## src/core/ccu_map.vh

```
// register map, field positions, reset values and timing counts
`ifndef CCU_MAP_VH
`define CCU_MAP_VH

// ---------------------------------------------------------------
// register byte offsets
// ---------------------------------------------------------------
`define T2_CTRL_OFF    12'h000
`define T2_COUNT_OFF   12'h004
`define CT_CTRL_OFF    12'h008
`define CT_COUNT_OFF   12'h00C
`define CT_RELOAD_OFF  12'h010
`define CM_SELECT_OFF  12'h014
`define CM_ENABLE_OFF  12'h018
`define CC_MODE_OFF    12'h01C
`define CMP_LEVEL_OFF  12'h020
`define PORT5_CTRL_OFF 12'h024
`define IRQ_STAT_OFF   12'h028
`define IRQ_MASK_OFF   12'h02C
`define OUT_STATE_OFF  12'h030
`define CMP_BASE_OFF   12'h040
`define CMP_LAST_IDX   4'd12

// ---------------------------------------------------------------
// field positions
// ---------------------------------------------------------------
`define T2_RUN_BIT      0
`define T2_PRE_LSB      1
`define T2_RLD_MODE_BIT 3
`define T2_RLD_EN_BIT   4
`define CT_RUN_BIT      0
`define CT_PRE_LSB      8
`define CC_MODE_OFFV    2'b00
`define CC_MODE_CMP     2'b01
`define CC_MODE_CAPPIN  2'b10
`define CC_MODE_CAPWR   2'b11
`define CC_CMODE_LSB    10

// ---------------------------------------------------------------
// reset values and timing
// ---------------------------------------------------------------
`define REG_RESET      32'h0000_0000
`define T2_BASE_DIV    4'd12
`define CT_BASE_DIV    1'd1
`define CNT_MAX        16'hFFFF
`define NUM_CMP        13
`define NUM_CC         5

`endif

```

## src/core/compare_slot.v

```verilog
// one compare channel: match detection, mode 0/1 output, shadow latch
`timescale 1ns/10ps
module compare_slot (
   input  wire        pclk,
   input  wire        presetn,
   input  wire [15:0] timer_cnt,
   input  wire        timer_upd,
   input  wire        timer_ovf,
   input  wire [15:0] cmp_value,
   input  wire        enable,
   input  wire        mode1,
   input  wire        use_shadow,
   input  wire        level,
   output wire        match,
   output reg         out_ff
);

   reg  [15:0] shadow_ff;
   wire [15:0] active_val;

   // shadow only follows the register at overflow so a late write
   // cannot make the current period miss its match
   always @(posedge pclk or negedge presetn) begin
      if (!presetn) begin
         shadow_ff <= 16'h0000;
      end else if (timer_ovf) begin
         shadow_ff <= cmp_value;
      end
   end

   // in the overflow cycle the latch is being reloaded, so the new
   // period already compares against the value it takes on
   assign active_val = (use_shadow && !timer_ovf) ? shadow_ff
                                                  : cmp_value;
   assign match      = enable & timer_upd & (timer_cnt == active_val);

   // match beats overflow when both land together
   always @(posedge pclk or negedge presetn) begin
      if (!presetn) begin
         out_ff <= 1'b0;
      end else if (mode1) begin
         if (match) begin
            out_ff <= level;
         end
      end else if (match) begin
         out_ff <= 1'b1;
      end else if (timer_ovf) begin
         out_ff <= 1'b0;
      end
   end

endmodule

```

## src/core/compare_capture_block.v

```verilog
// compare/capture block: two timebases, thirteen compare slots, apb
//
// Notes on behaviour
// - 16-bit general timer, 2-bit prescaler, reload, base rate clock/12.
// - 16-bit compare timer, 8-bit prescaler, reload, base rate clock/2.
// - thirteen 16-bit compare registers matched against their timebase.
// - five of them can capture the general timer instead.
// - up to twenty-one port lines driven by compare results.
// - timer and compare/capture events raise interrupt requests.
// - each general compare register selects general or compare timer.
// - capture-capable registers always use the general timer.
// - reload/capture register compares and supplies the timer reload.
// - reload/capture and four cc registers drive or sense port 1 bits 0-4.
// - fourth cc register can drive all port 5 bits in mode 1.
// - general compare on general timer: mode 1, drives port 4.
// - general compare on compare timer: mode 0 with shadow latches.
// - mode 0: match sets output high, next overflow clears it.
// - mode 1: match drives preset level, overflow leaves it.
// - shadow latches reload from compare registers at each overflow.
// - capture on input edge or on software write to the register.
//
// The register offsets and the APB register port are this design's own decisions.
`timescale 1ns/10ps
`include "ccu_map.vh"
module compare_capture_block (
   input  wire        pclk,
   input  wire        presetn,
   input  wire        psel,
   input  wire        penable,
   input  wire        pwrite,
   input  wire [11:0] paddr,
   input  wire [31:0] pwdata,
   output reg  [31:0] prdata,
   output reg         pready,
   output reg         pslverr,
   input  wire [4:0]  capture_in,
   input  wire        reload_trig_in,
   output wire [4:0]  port1_cmp_out,
   output wire [7:0]  port4_cmp_out,
   output reg  [7:0]  port5_cmp_out,
   output reg         irq
);

   // ---------------------------------------------------------------
   // registers
   // ---------------------------------------------------------------
   reg  [4:0]  t2_ctrl_ff;
   reg  [15:0] t2_cnt_ff;
   reg  [15:0] ct_ctrl_ff;
   reg  [15:0] ct_cnt_ff;
   reg  [15:0] ct_reload_ff;
   reg  [7:0]  cm_select_ff;
   reg  [7:0]  cm_enable_ff;
   reg  [14:0] cc_mode_ff;
   reg  [15:0] cmp_level_ff;
   reg  [15:0] port5_ctrl_ff;
   reg  [15:0] irq_stat_ff;
   reg  [15:0] irq_mask_ff;
   reg  [15:0] cmp_ff [0:12];
   reg  [3:0]  t2_base_ff;
   reg  [2:0]  t2_pre_ff;
   reg         ct_base_ff;
   reg  [7:0]  ct_pre_ff;
   reg         t2_upd_ff;
   reg         t2_ovf_ff;
   reg         ct_upd_ff;
   reg         ct_ovf_ff;
   reg  [4:0]  cap_prev_ff;
   reg         trig_prev_ff;
   reg  [31:0] nxt_rdata;
   reg         nxt_err;

   wire        access;
   wire        wr_en;
   wire        cmp_hit;
   wire [3:0]  cmp_idx;
   wire        t2_tick;
   wire        ct_tick;
   wire [4:0]  cap_edge;
   wire        trig_fall;
   wire [12:0] slot_match;
   wire [12:0] slot_out;
   wire [4:0]  cap_evt;
   wire [15:0] irq_set;
   wire [15:0] t2_reload_val;
   wire [2:0]  t2_pre_lim;

   // ---------------------------------------------------------------
   // apb slave: one wait state, so pready and prdata are flops
   // ---------------------------------------------------------------
   assign access  = psel & penable & pready;
   assign wr_en   = access & pwrite;
   assign cmp_idx = paddr[5:2];
   assign cmp_hit = (paddr[11:6] == 6'b000001) &&
                    (cmp_idx <= `CMP_LAST_IDX) && (paddr[1:0] == 2'b00);

   always @(posedge pclk or negedge presetn) begin
      if (!presetn) begin
         pready  <= 1'b0;
         prdata  <= `REG_RESET;
         pslverr <= 1'b0;
      end else begin
         pready  <= psel & penable & ~pready;
         prdata  <= nxt_rdata;
         pslverr <= psel & penable & ~pready & nxt_err;
      end
   end

   always @* begin
      nxt_rdata = `REG_RESET;
      nxt_err   = 1'b0;
      if (cmp_hit) begin
         nxt_rdata = {16'h0000, cmp_ff[cmp_idx]};
      end else begin
         case (paddr)
            `T2_CTRL_OFF:    nxt_rdata = {27'h0, t2_ctrl_ff};
            `T2_COUNT_OFF:   nxt_rdata = {16'h0000, t2_cnt_ff};
            `CT_CTRL_OFF:    nxt_rdata = {16'h0000, ct_ctrl_ff};
            `CT_COUNT_OFF:   nxt_rdata = {16'h0000, ct_cnt_ff};
            `CT_RELOAD_OFF:  nxt_rdata = {16'h0000, ct_reload_ff};
            `CM_SELECT_OFF:  nxt_rdata = {24'h0, cm_select_ff};
            `CM_ENABLE_OFF:  nxt_rdata = {24'h0, cm_enable_ff};
            `CC_MODE_OFF:    nxt_rdata = {17'h0, cc_mode_ff};
            `CMP_LEVEL_OFF:  nxt_rdata = {16'h0000, cmp_level_ff};
            `PORT5_CTRL_OFF: nxt_rdata = {16'h0000, port5_ctrl_ff};
            `IRQ_STAT_OFF:   nxt_rdata = {16'h0000, irq_stat_ff};
            `IRQ_MASK_OFF:   nxt_rdata = {16'h0000, irq_mask_ff};
            `OUT_STATE_OFF:  nxt_rdata = {11'h0, port5_cmp_out,
                                          port4_cmp_out, port1_cmp_out};
            default:         nxt_err   = 1'b1;
         endcase
      end
   end

   // ---------------------------------------------------------------
   // control registers
   // ---------------------------------------------------------------
   always @(posedge pclk or negedge presetn) begin
      if (!presetn) begin
         t2_ctrl_ff    <= 5'h00;
         ct_ctrl_ff    <= 16'h0000;
         ct_reload_ff  <= 16'h0000;
         cm_select_ff  <= 8'h00;
         cm_enable_ff  <= 8'h00;
         cc_mode_ff    <= 15'h0000;
         cmp_level_ff  <= 16'h0000;
         port5_ctrl_ff <= 16'h0000;
         irq_mask_ff   <= 16'h0000;
      end else if (wr_en) begin
         case (paddr)
            `T2_CTRL_OFF:    t2_ctrl_ff    <= pwdata[4:0];
            `CT_CTRL_OFF:    ct_ctrl_ff    <= pwdata[15:0];
            `CT_RELOAD_OFF:  ct_reload_ff  <= pwdata[15:0];
            `CM_SELECT_OFF:  cm_select_ff  <= pwdata[7:0];
            `CM_ENABLE_OFF:  cm_enable_ff  <= pwdata[7:0];
            `CC_MODE_OFF:    cc_mode_ff    <= pwdata[14:0];
            `CMP_LEVEL_OFF:  cmp_level_ff  <= pwdata[15:0];
            `PORT5_CTRL_OFF: port5_ctrl_ff <= pwdata[15:0];
            `IRQ_MASK_OFF:   irq_mask_ff   <= pwdata[15:0];
            default:         cmp_level_ff  <= cmp_level_ff;
         endcase
      end
   end

   // ---------------------------------------------------------------
   // general timer: clock/12 base, then 1/2/4/8 prescale
   // ---------------------------------------------------------------
   assign t2_pre_lim = (3'd1 << t2_ctrl_ff[`T2_PRE_LSB+1:`T2_PRE_LSB])
                       - 3'd1;
   assign t2_tick    = t2_ctrl_ff[`T2_RUN_BIT] &&
                       (t2_base_ff == `T2_BASE_DIV - 4'd1) &&
                       (t2_pre_ff == t2_pre_lim);
   assign t2_reload_val = t2_ctrl_ff[`T2_RLD_EN_BIT] ? cmp_ff[0]
                                                     : 16'h0000;
   assign trig_fall  = trig_prev_ff & ~reload_trig_in;
   assign cap_edge   = capture_in & ~cap_prev_ff;

   always @(posedge pclk or negedge presetn) begin
      if (!presetn) begin
         t2_base_ff   <= 4'd0;
         t2_pre_ff    <= 3'd0;
         t2_cnt_ff    <= 16'h0000;
         t2_upd_ff    <= 1'b0;
         t2_ovf_ff    <= 1'b0;
         trig_prev_ff <= 1'b0;
         cap_prev_ff  <= 5'h00;
      end else begin
         trig_prev_ff <= reload_trig_in;
         cap_prev_ff  <= capture_in;
         t2_upd_ff    <= t2_tick;
         t2_ovf_ff    <= t2_tick && (t2_cnt_ff == `CNT_MAX);
         if (t2_ctrl_ff[`T2_RUN_BIT]) begin
            if (t2_base_ff == `T2_BASE_DIV - 4'd1) begin
               t2_base_ff <= 4'd0;
               t2_pre_ff  <= (t2_pre_ff == t2_pre_lim) ? 3'd0
                                                       : t2_pre_ff + 3'd1;
            end else begin
               t2_base_ff <= t2_base_ff + 4'd1;
            end
         end
         if (wr_en && paddr == `T2_COUNT_OFF) begin
            t2_cnt_ff <= pwdata[15:0];
         end else if (t2_ctrl_ff[`T2_RLD_MODE_BIT] &&
                      t2_ctrl_ff[`T2_RLD_EN_BIT] && trig_fall) begin
            t2_cnt_ff <= cmp_ff[0];
         end else if (t2_tick) begin
            if (t2_cnt_ff == `CNT_MAX) begin
               t2_cnt_ff <= t2_ctrl_ff[`T2_RLD_MODE_BIT] ? 16'h0000
                                                         : t2_reload_val;
            end else begin
               t2_cnt_ff <= t2_cnt_ff + 16'd1;
            end
         end
      end
   end

   // ---------------------------------------------------------------
   // compare timer: clock/2 base, divide by prescale+1, auto reload
   // ---------------------------------------------------------------
   assign ct_tick = ct_ctrl_ff[`CT_RUN_BIT] && ct_base_ff &&
                    (ct_pre_ff == 8'd0);

   always @(posedge pclk or negedge presetn) begin
      if (!presetn) begin
         ct_base_ff <= 1'b0;
         ct_pre_ff  <= 8'd0;
         ct_cnt_ff  <= 16'h0000;
         ct_upd_ff  <= 1'b0;
         ct_ovf_ff  <= 1'b0;
      end else begin
         ct_upd_ff <= ct_tick;
         ct_ovf_ff <= ct_tick && (ct_cnt_ff == `CNT_MAX);
         if (ct_ctrl_ff[`CT_RUN_BIT]) begin
            ct_base_ff <= ~ct_base_ff;
            if (ct_base_ff) begin
               ct_pre_ff <= (ct_pre_ff == 8'd0)
                            ? ct_ctrl_ff[`CT_PRE_LSB+7:`CT_PRE_LSB]
                            : ct_pre_ff - 8'd1;
            end
         end
         if (wr_en && paddr == `CT_COUNT_OFF) begin
            ct_cnt_ff <= pwdata[15:0];
         end else if (ct_tick) begin
            ct_cnt_ff <= (ct_cnt_ff == `CNT_MAX) ? ct_reload_ff
                                                 : ct_cnt_ff + 16'd1;
         end
      end
   end

   // ---------------------------------------------------------------
   // compare/capture storage; a pin capture beats a same-cycle write
   // ---------------------------------------------------------------
   genvar g;
   generate
      for (g = 0; g < `NUM_CMP; g = g + 1) begin : slot
         wire cap_now;
         wire sw_wr;
         assign sw_wr = wr_en && cmp_hit && (cmp_idx == g);
         if (g < `NUM_CC) begin : cc
            wire [1:0] fn;
            assign fn      = cc_mode_ff[2*g+1:2*g];
            assign cap_now = ((fn == `CC_MODE_CAPPIN) && cap_edge[g]) ||
                             ((fn == `CC_MODE_CAPWR) && sw_wr);
            assign cap_evt[g] = cap_now;
            // capture source is fixed to the general timer
            compare_slot u_slot (
               .pclk       (pclk),
               .presetn    (presetn),
               .timer_cnt  (t2_cnt_ff),
               .timer_upd  (t2_upd_ff),
               .timer_ovf  (t2_ovf_ff),
               .cmp_value  (cmp_ff[g]),
               .enable     (fn == `CC_MODE_CMP),
               .mode1      (cc_mode_ff[`CC_CMODE_LSB+g]),
               .use_shadow (1'b0),
               .level      (cmp_level_ff[g]),
               .match      (slot_match[g]),
               .out_ff     (slot_out[g])
            );
         end else begin : cm
            wire on_ct;
            assign on_ct   = cm_select_ff[g-`NUM_CC];
            assign cap_now = 1'b0;
            compare_slot u_slot (
               .pclk       (pclk),
               .presetn    (presetn),
               .timer_cnt  (on_ct ? ct_cnt_ff : t2_cnt_ff),
               .timer_upd  (on_ct ? ct_upd_ff : t2_upd_ff),
               .timer_ovf  (on_ct ? ct_ovf_ff : t2_ovf_ff),
               .cmp_value  (cmp_ff[g]),
               .enable     (cm_enable_ff[g-`NUM_CC]),
               .mode1      (~on_ct),
               .use_shadow (on_ct),
               .level      (cmp_level_ff[g+3]),
               .match      (slot_match[g]),
               .out_ff     (slot_out[g])
            );
         end
         always @(posedge pclk or negedge presetn) begin
            if (!presetn) begin
               cmp_ff[g] <= 16'h0000;
            end else if (cap_now) begin
               cmp_ff[g] <= t2_cnt_ff;
            end else if (sw_wr) begin
               cmp_ff[g] <= pwdata[15:0];
            end
         end
      end
   endgenerate

   assign port1_cmp_out = slot_out[4:0];
   assign port4_cmp_out = slot_out[12:5];

   // ---------------------------------------------------------------
   // port 5 lines follow the fourth cc register in mode 1 only
   // ---------------------------------------------------------------
   always @(posedge pclk or negedge presetn) begin
      if (!presetn) begin
         port5_cmp_out <= 8'h00;
      end else if (slot_match[4] && cc_mode_ff[`CC_CMODE_LSB+4]) begin
         port5_cmp_out <= (port5_cmp_out & ~port5_ctrl_ff[7:0]) |
                          (port5_ctrl_ff[15:8] & port5_ctrl_ff[7:0]);
      end
   end

   // ---------------------------------------------------------------
   // interrupts: sticky status, write one to clear, set wins
   // ---------------------------------------------------------------
   assign irq_set = {slot_match[12:5], ct_ovf_ff,
                     cap_evt | slot_match[4:0],
                     trig_fall & t2_ctrl_ff[`T2_RLD_MODE_BIT],
                     t2_ovf_ff};

   always @(posedge pclk or negedge presetn) begin
      if (!presetn) begin
         irq_stat_ff <= 16'h0000;
         irq         <= 1'b0;
      end else begin
         if (wr_en && paddr == `IRQ_STAT_OFF) begin
            irq_stat_ff <= (irq_stat_ff & ~pwdata[15:0]) | irq_set;
         end else begin
            irq_stat_ff <= irq_stat_ff | irq_set;
         end
         irq <= |(irq_stat_ff & irq_mask_ff);
      end
   end

endmodule

```

## config.mk

```make
export PLATFORM = sky130hd
export DESIGN_NAME = compare_capture_block
export DESIGN_NICKNAME = d
export VERILOG_FILES = /design/src/core/compare_slot.v /design/src/core/compare_capture_block.v
export VERILOG_INCLUDE_DIRS = /design/src /design/src/core
export SDC_FILE = /design/constraint.sdc
export NUM_CORES = 1
export LEC_CHECK = 0
export ABC_AREA = 0
export BUFFER_PORTS_ARGS = -buffer_cell sky130_fd_sc_hd__buf_2
export CORE_UTILIZATION = 52
export CTS_BUF_LIST = sky130_fd_sc_hd__clkbuf_8
export DETAILED_ROUTE_END_ITERATION = 7
export PLACE_DENSITY = 0.68
export SLEW_MARGIN = 20
export SYNTH_ARGS = -nofsm -noshare
export SYNTH_HDL_FRONTEND = slang
export SYNTH_HIERARCHICAL = 1
export SYNTH_SLANG_ARGS = --single-unit
```

## constraint.sdc

```tcl
create_clock -name pclk -period 8.7 [get_ports pclk]
set_clock_uncertainty 0.05 [all_clocks]
set_input_delay 1.305 -clock pclk [delete_from_list [all_inputs] [get_ports pclk]]
set_output_delay 1.305 -clock pclk [all_outputs]
set_load 0.02 [all_outputs]
```

==> summary.txt <==
Route
  – DRC errors left: 0
  – WL final: 137600 um
  – DRT antenna net count: 0
  – Drt wl/cell: 32.44 um
  – Routed via count: about 28000
  – Initial DRC count: between 3000 and 4000
  – Vias per cell: 6.679
  – Drt pass-1 iters: 6

Placement
  – Area post-placement: between 30000 and 40000 um^2
  – Port bufs: 83
  – Routability-driven placement congestion ratio: around 0.98
  – Placed insts: just over 4000
  – Detailed Place HPWL: slightly above 90000 um

Clocking
  – CTS tree: built
  – Post-cts sizing count: 0
  – CTS Buf Count: approximately 110
  – Clk Latency, worst-skew pair: around 0.75 ns
  – Post-CTS Setup Bufs: 0
  – H-Tree Depth: 3
  – Max clock buf depth: 3
  – Hold buffers post-CTS: 0
  – Clock Sinks: around 650
  – Clock Root Buffer: clkbuf_8
  – Reg clk slew, reported paths: 0.06 ns

Layout
  – Post-Layout Inst Area: slightly above 40000 um^2
  – Fillcell total: ~5900
  – Finished Layout Cells: roughly 4200
  – Total Nets Final: between 3000 and 4000
  – Area Growth Syn to Fin: 8.800%
  – Share of cells above drive strength 1: between 30% and 40%

STA
  – Fin crit period: between 4 and 5 ns
  – Fin Hold WS: roughly 0.45 ns
  – RSZ-0062 raised after global routing: false
  – Final setup violating endpoints: 0
  – Crit share post-route: a little under half
  – Slew @ Worst Pin: roughly 1.1 ns
  – Fin. max-slew vios: 0
  – Final Hold Vio Count: 0
  – Max Clock Freq: 248.0 MHz
  – Setup TNS: 0 ns
  – Relative slew slack: a little over a quarter

Logic synthesis
  – Avg Inst Size Synth: 11.89 um^2
  – Synth warnings: 6
  – Synth Cell Area: roughly 38000 um^2
  – Area contributors post-synth: dfrtp_1 (43%), mux2_2 (23%), mux2i_1 (4.8%)
  – Share of flip-flops with an asynchronous set or reset: 100.0%
  – Distinct cells, synth: slightly below 80
  – Post-synth EDFFs: 0
  – Most used DFF post-synth: dfrtp_1
  – Area leader, netlist: dfrtp_1
  – Cells after Synth: about 3200
  – Seq/Total Area, Yosys: a little over two fifths
  – Synth top area share: a little over two fifths
  – #FFs+latches synth: 651

Min path
  – Worst Hold Endpoint: pready
  – Min-delay worst type: reg2reg
  – Hold path startpoint: pready
  – Hold Crit Depth: 1

Worst setup path
  – R2r startpoint: t2_ovf_ff
  – CP Data Required Time: 9.26 ns
  – CP Capture Type: register
  – Crit path arrival time: 4.59 ns
  – Startpoint types: input port
  – R2R Setup Slk: just under 5 ns
  – CP max FO: 28
  – WS Path Type: in2reg
  – Reg2Reg Depth: 7
  – Critical R2R Capture: slot[9].cm.u_slot/out_ff

Pwr
  – Max IR drop VDD: 115.1 uV
  – Final Power: 6.222 mW
  – Static Leak: slightly below 20 nW
  – Power Dens Cells: 151.6 nW/um^2

Global routing
  – First-pass GRT wire length: about 200000 um
  – All-Layer GR Usage: 37.18%
  – Initial antenna violation count: 6
  – Pin count of the biggest net entering global routing: 158
  – Remaining global-route overflow: 0
  – Vias in the first global route: between 20000 and 30000

Floorplanning
  – Die footprint: about 74000 um^2
  – Die H: between 200 and 300 um
  – Die width: ~270 um
  – Core ar.: 71610 um^2
  – Starting Density: a little over half
  – Rows: 98
  – # IOs: around 110

Outcome
  – Status: finished, final reports clean

Job
  – Max_cap viols: 0
synthesized netlist by cell type (all sizes together) (7+ instances only):
library cell    n
xor2           63
nand3          65
o2111ai        17
o21ai          62
nor4           63
nand2         167
o221ai         16
dfrtp         651
nor2b          23
a22oi          45
xnor2         187
a31oi          23
inv            43
o31ai          12
a211oi         14
a32oi           8
buf            96
mux2i         182
nor2           80
clkbuf        168
nor3b           7
a22o           18
and3           25
mux2          764
and2           23
and4           23
a222oi          7
nor3           44
a21oi          38
o211ai          7
o22ai           8
nand2b         29
a21o           14
a221oi         20
a2111oi        15
mux4           51
nand4          22
per-stage QoR:
step	worst slack, ns	utilization [%]
finish	4.668	57.31
global route	4.546	57.29
CTS	4.677	57.27
detailed placement	3.940	53.96
global placement	3.854	53.93
floorplan	5.048	-
state kept, by name (all words and copies together) (netlist names), 16 cells and up, named ones only:
register,cells
irq_mask_ff,16
ct_ctrl_ff,16
cmp_level_ff,16
ct_reload_ff,16
t2_cnt_ff,16
port5_ctrl_ff,16
ct_cnt_ff,16
irq_stat_ff,16
prdata,21
slot.cm.u_slot/shadow_ff,128
slot.cc.u_slot/shadow_ff,80
cmp_ff,208
power by group:
group	total [mW]	switching (mW)	internal (mW)
clock network	2.93	1.33	1.60
logic	0.256	0.210	0.0454
registers	3.03	0.00220	3.03
total	6.22	1.54	4.68
cells by family after synthesis:
kind of cell	after synthesis	synth area share [%]
compound gates	365	7.261
xor+xnor	250	5.805
fa+ha+maj	6	0.1990
buf+inv	309	4.159
flops	651	43.19
mux	997	30.76
other cells	1	0.009941
simple gates	593	8.621
how the worst max path moves through the flow:
stage / start / end / slack [ns] / depth (start not counted)
2_1_floorplan: paddr[9] / ct_ctrl_ff[10] / 5.05 / 7
3_3_place_gp: paddr[9] / t2_cnt_ff[13] / 3.85 / 7
3_5_place_dp: paddr[2] / cc_mode_ff[4] / 3.94 / 7
4_1_cts: paddr[2] / cc_mode_ff[11] / 4.68 / 7
5_1_grt: paddr[2] / cmp_ff[150] / 4.55 / 6
6_report: paddr[2] / cc_mode_ff[11] / 4.67 / 7
cell usage in the layout (no fill, tap or decap), types with 11 or more instances in the layout:
cell         n
clkbuf_8   148
and2_1      23
o21ai_0     62
o31ai_1     12
nand3_1     60
a22o_1      18
a31oi_1     23
mux2_2     756
conb_1      21
xor2_1      63
a221oi_1    20
nand4_1     22
nand2b_1    16
nor4_1      58
mux2i_1    182
a21oi_1     38
inv_1       82
and4_1      23
clkinv_2    11
nand2_1    166
and3_1      25
nand2b_4    13
a2111oi_2   13
o2111ai_1   17
a22oi_1     45
dfrtp_1    650
buf_4       64
buf_2       81
xnor2_1    187
nor3_1      39
a21o_1      14
nor2b_1     22
o221ai_1    16
mux4_2      51
a211oi_1    14
nor2_1      80
cell type report:
type	count	area [um^2]	share of cell area, %
Multi-Input combinational cell	2232	20050	48.84
Sequential cell	651	16290	39.70
Clock buffer	148	2037	4.963
Tap cell	950	1189	2.896
Timing Repair Buffer	149	952.2	2.320
Clock inverter	58	335.3	0.8170
Inverter	45	168.9	0.4116
Antenna cell	8	20.02	0.04878
routing by layer:
layer  wire length [um]  GRT usage (%)  up-vias
met5                 29              0        -
li1                   -              -    11700
met3              12670          8.598      437
met2              60550          55.48     1552
met1              55610          49.54    14630
met4               8715          21.78        4
critical path, cell delays in order:
cell	delay [ns]
buf_4	0.35
buf_4	0.56
and2_1	0.55
nand2_1	0.30
nor3_4	0.45
nand2_1	0.58
mux2_2	0.46
Note: power is estimated with default switching activity, not from simulation.
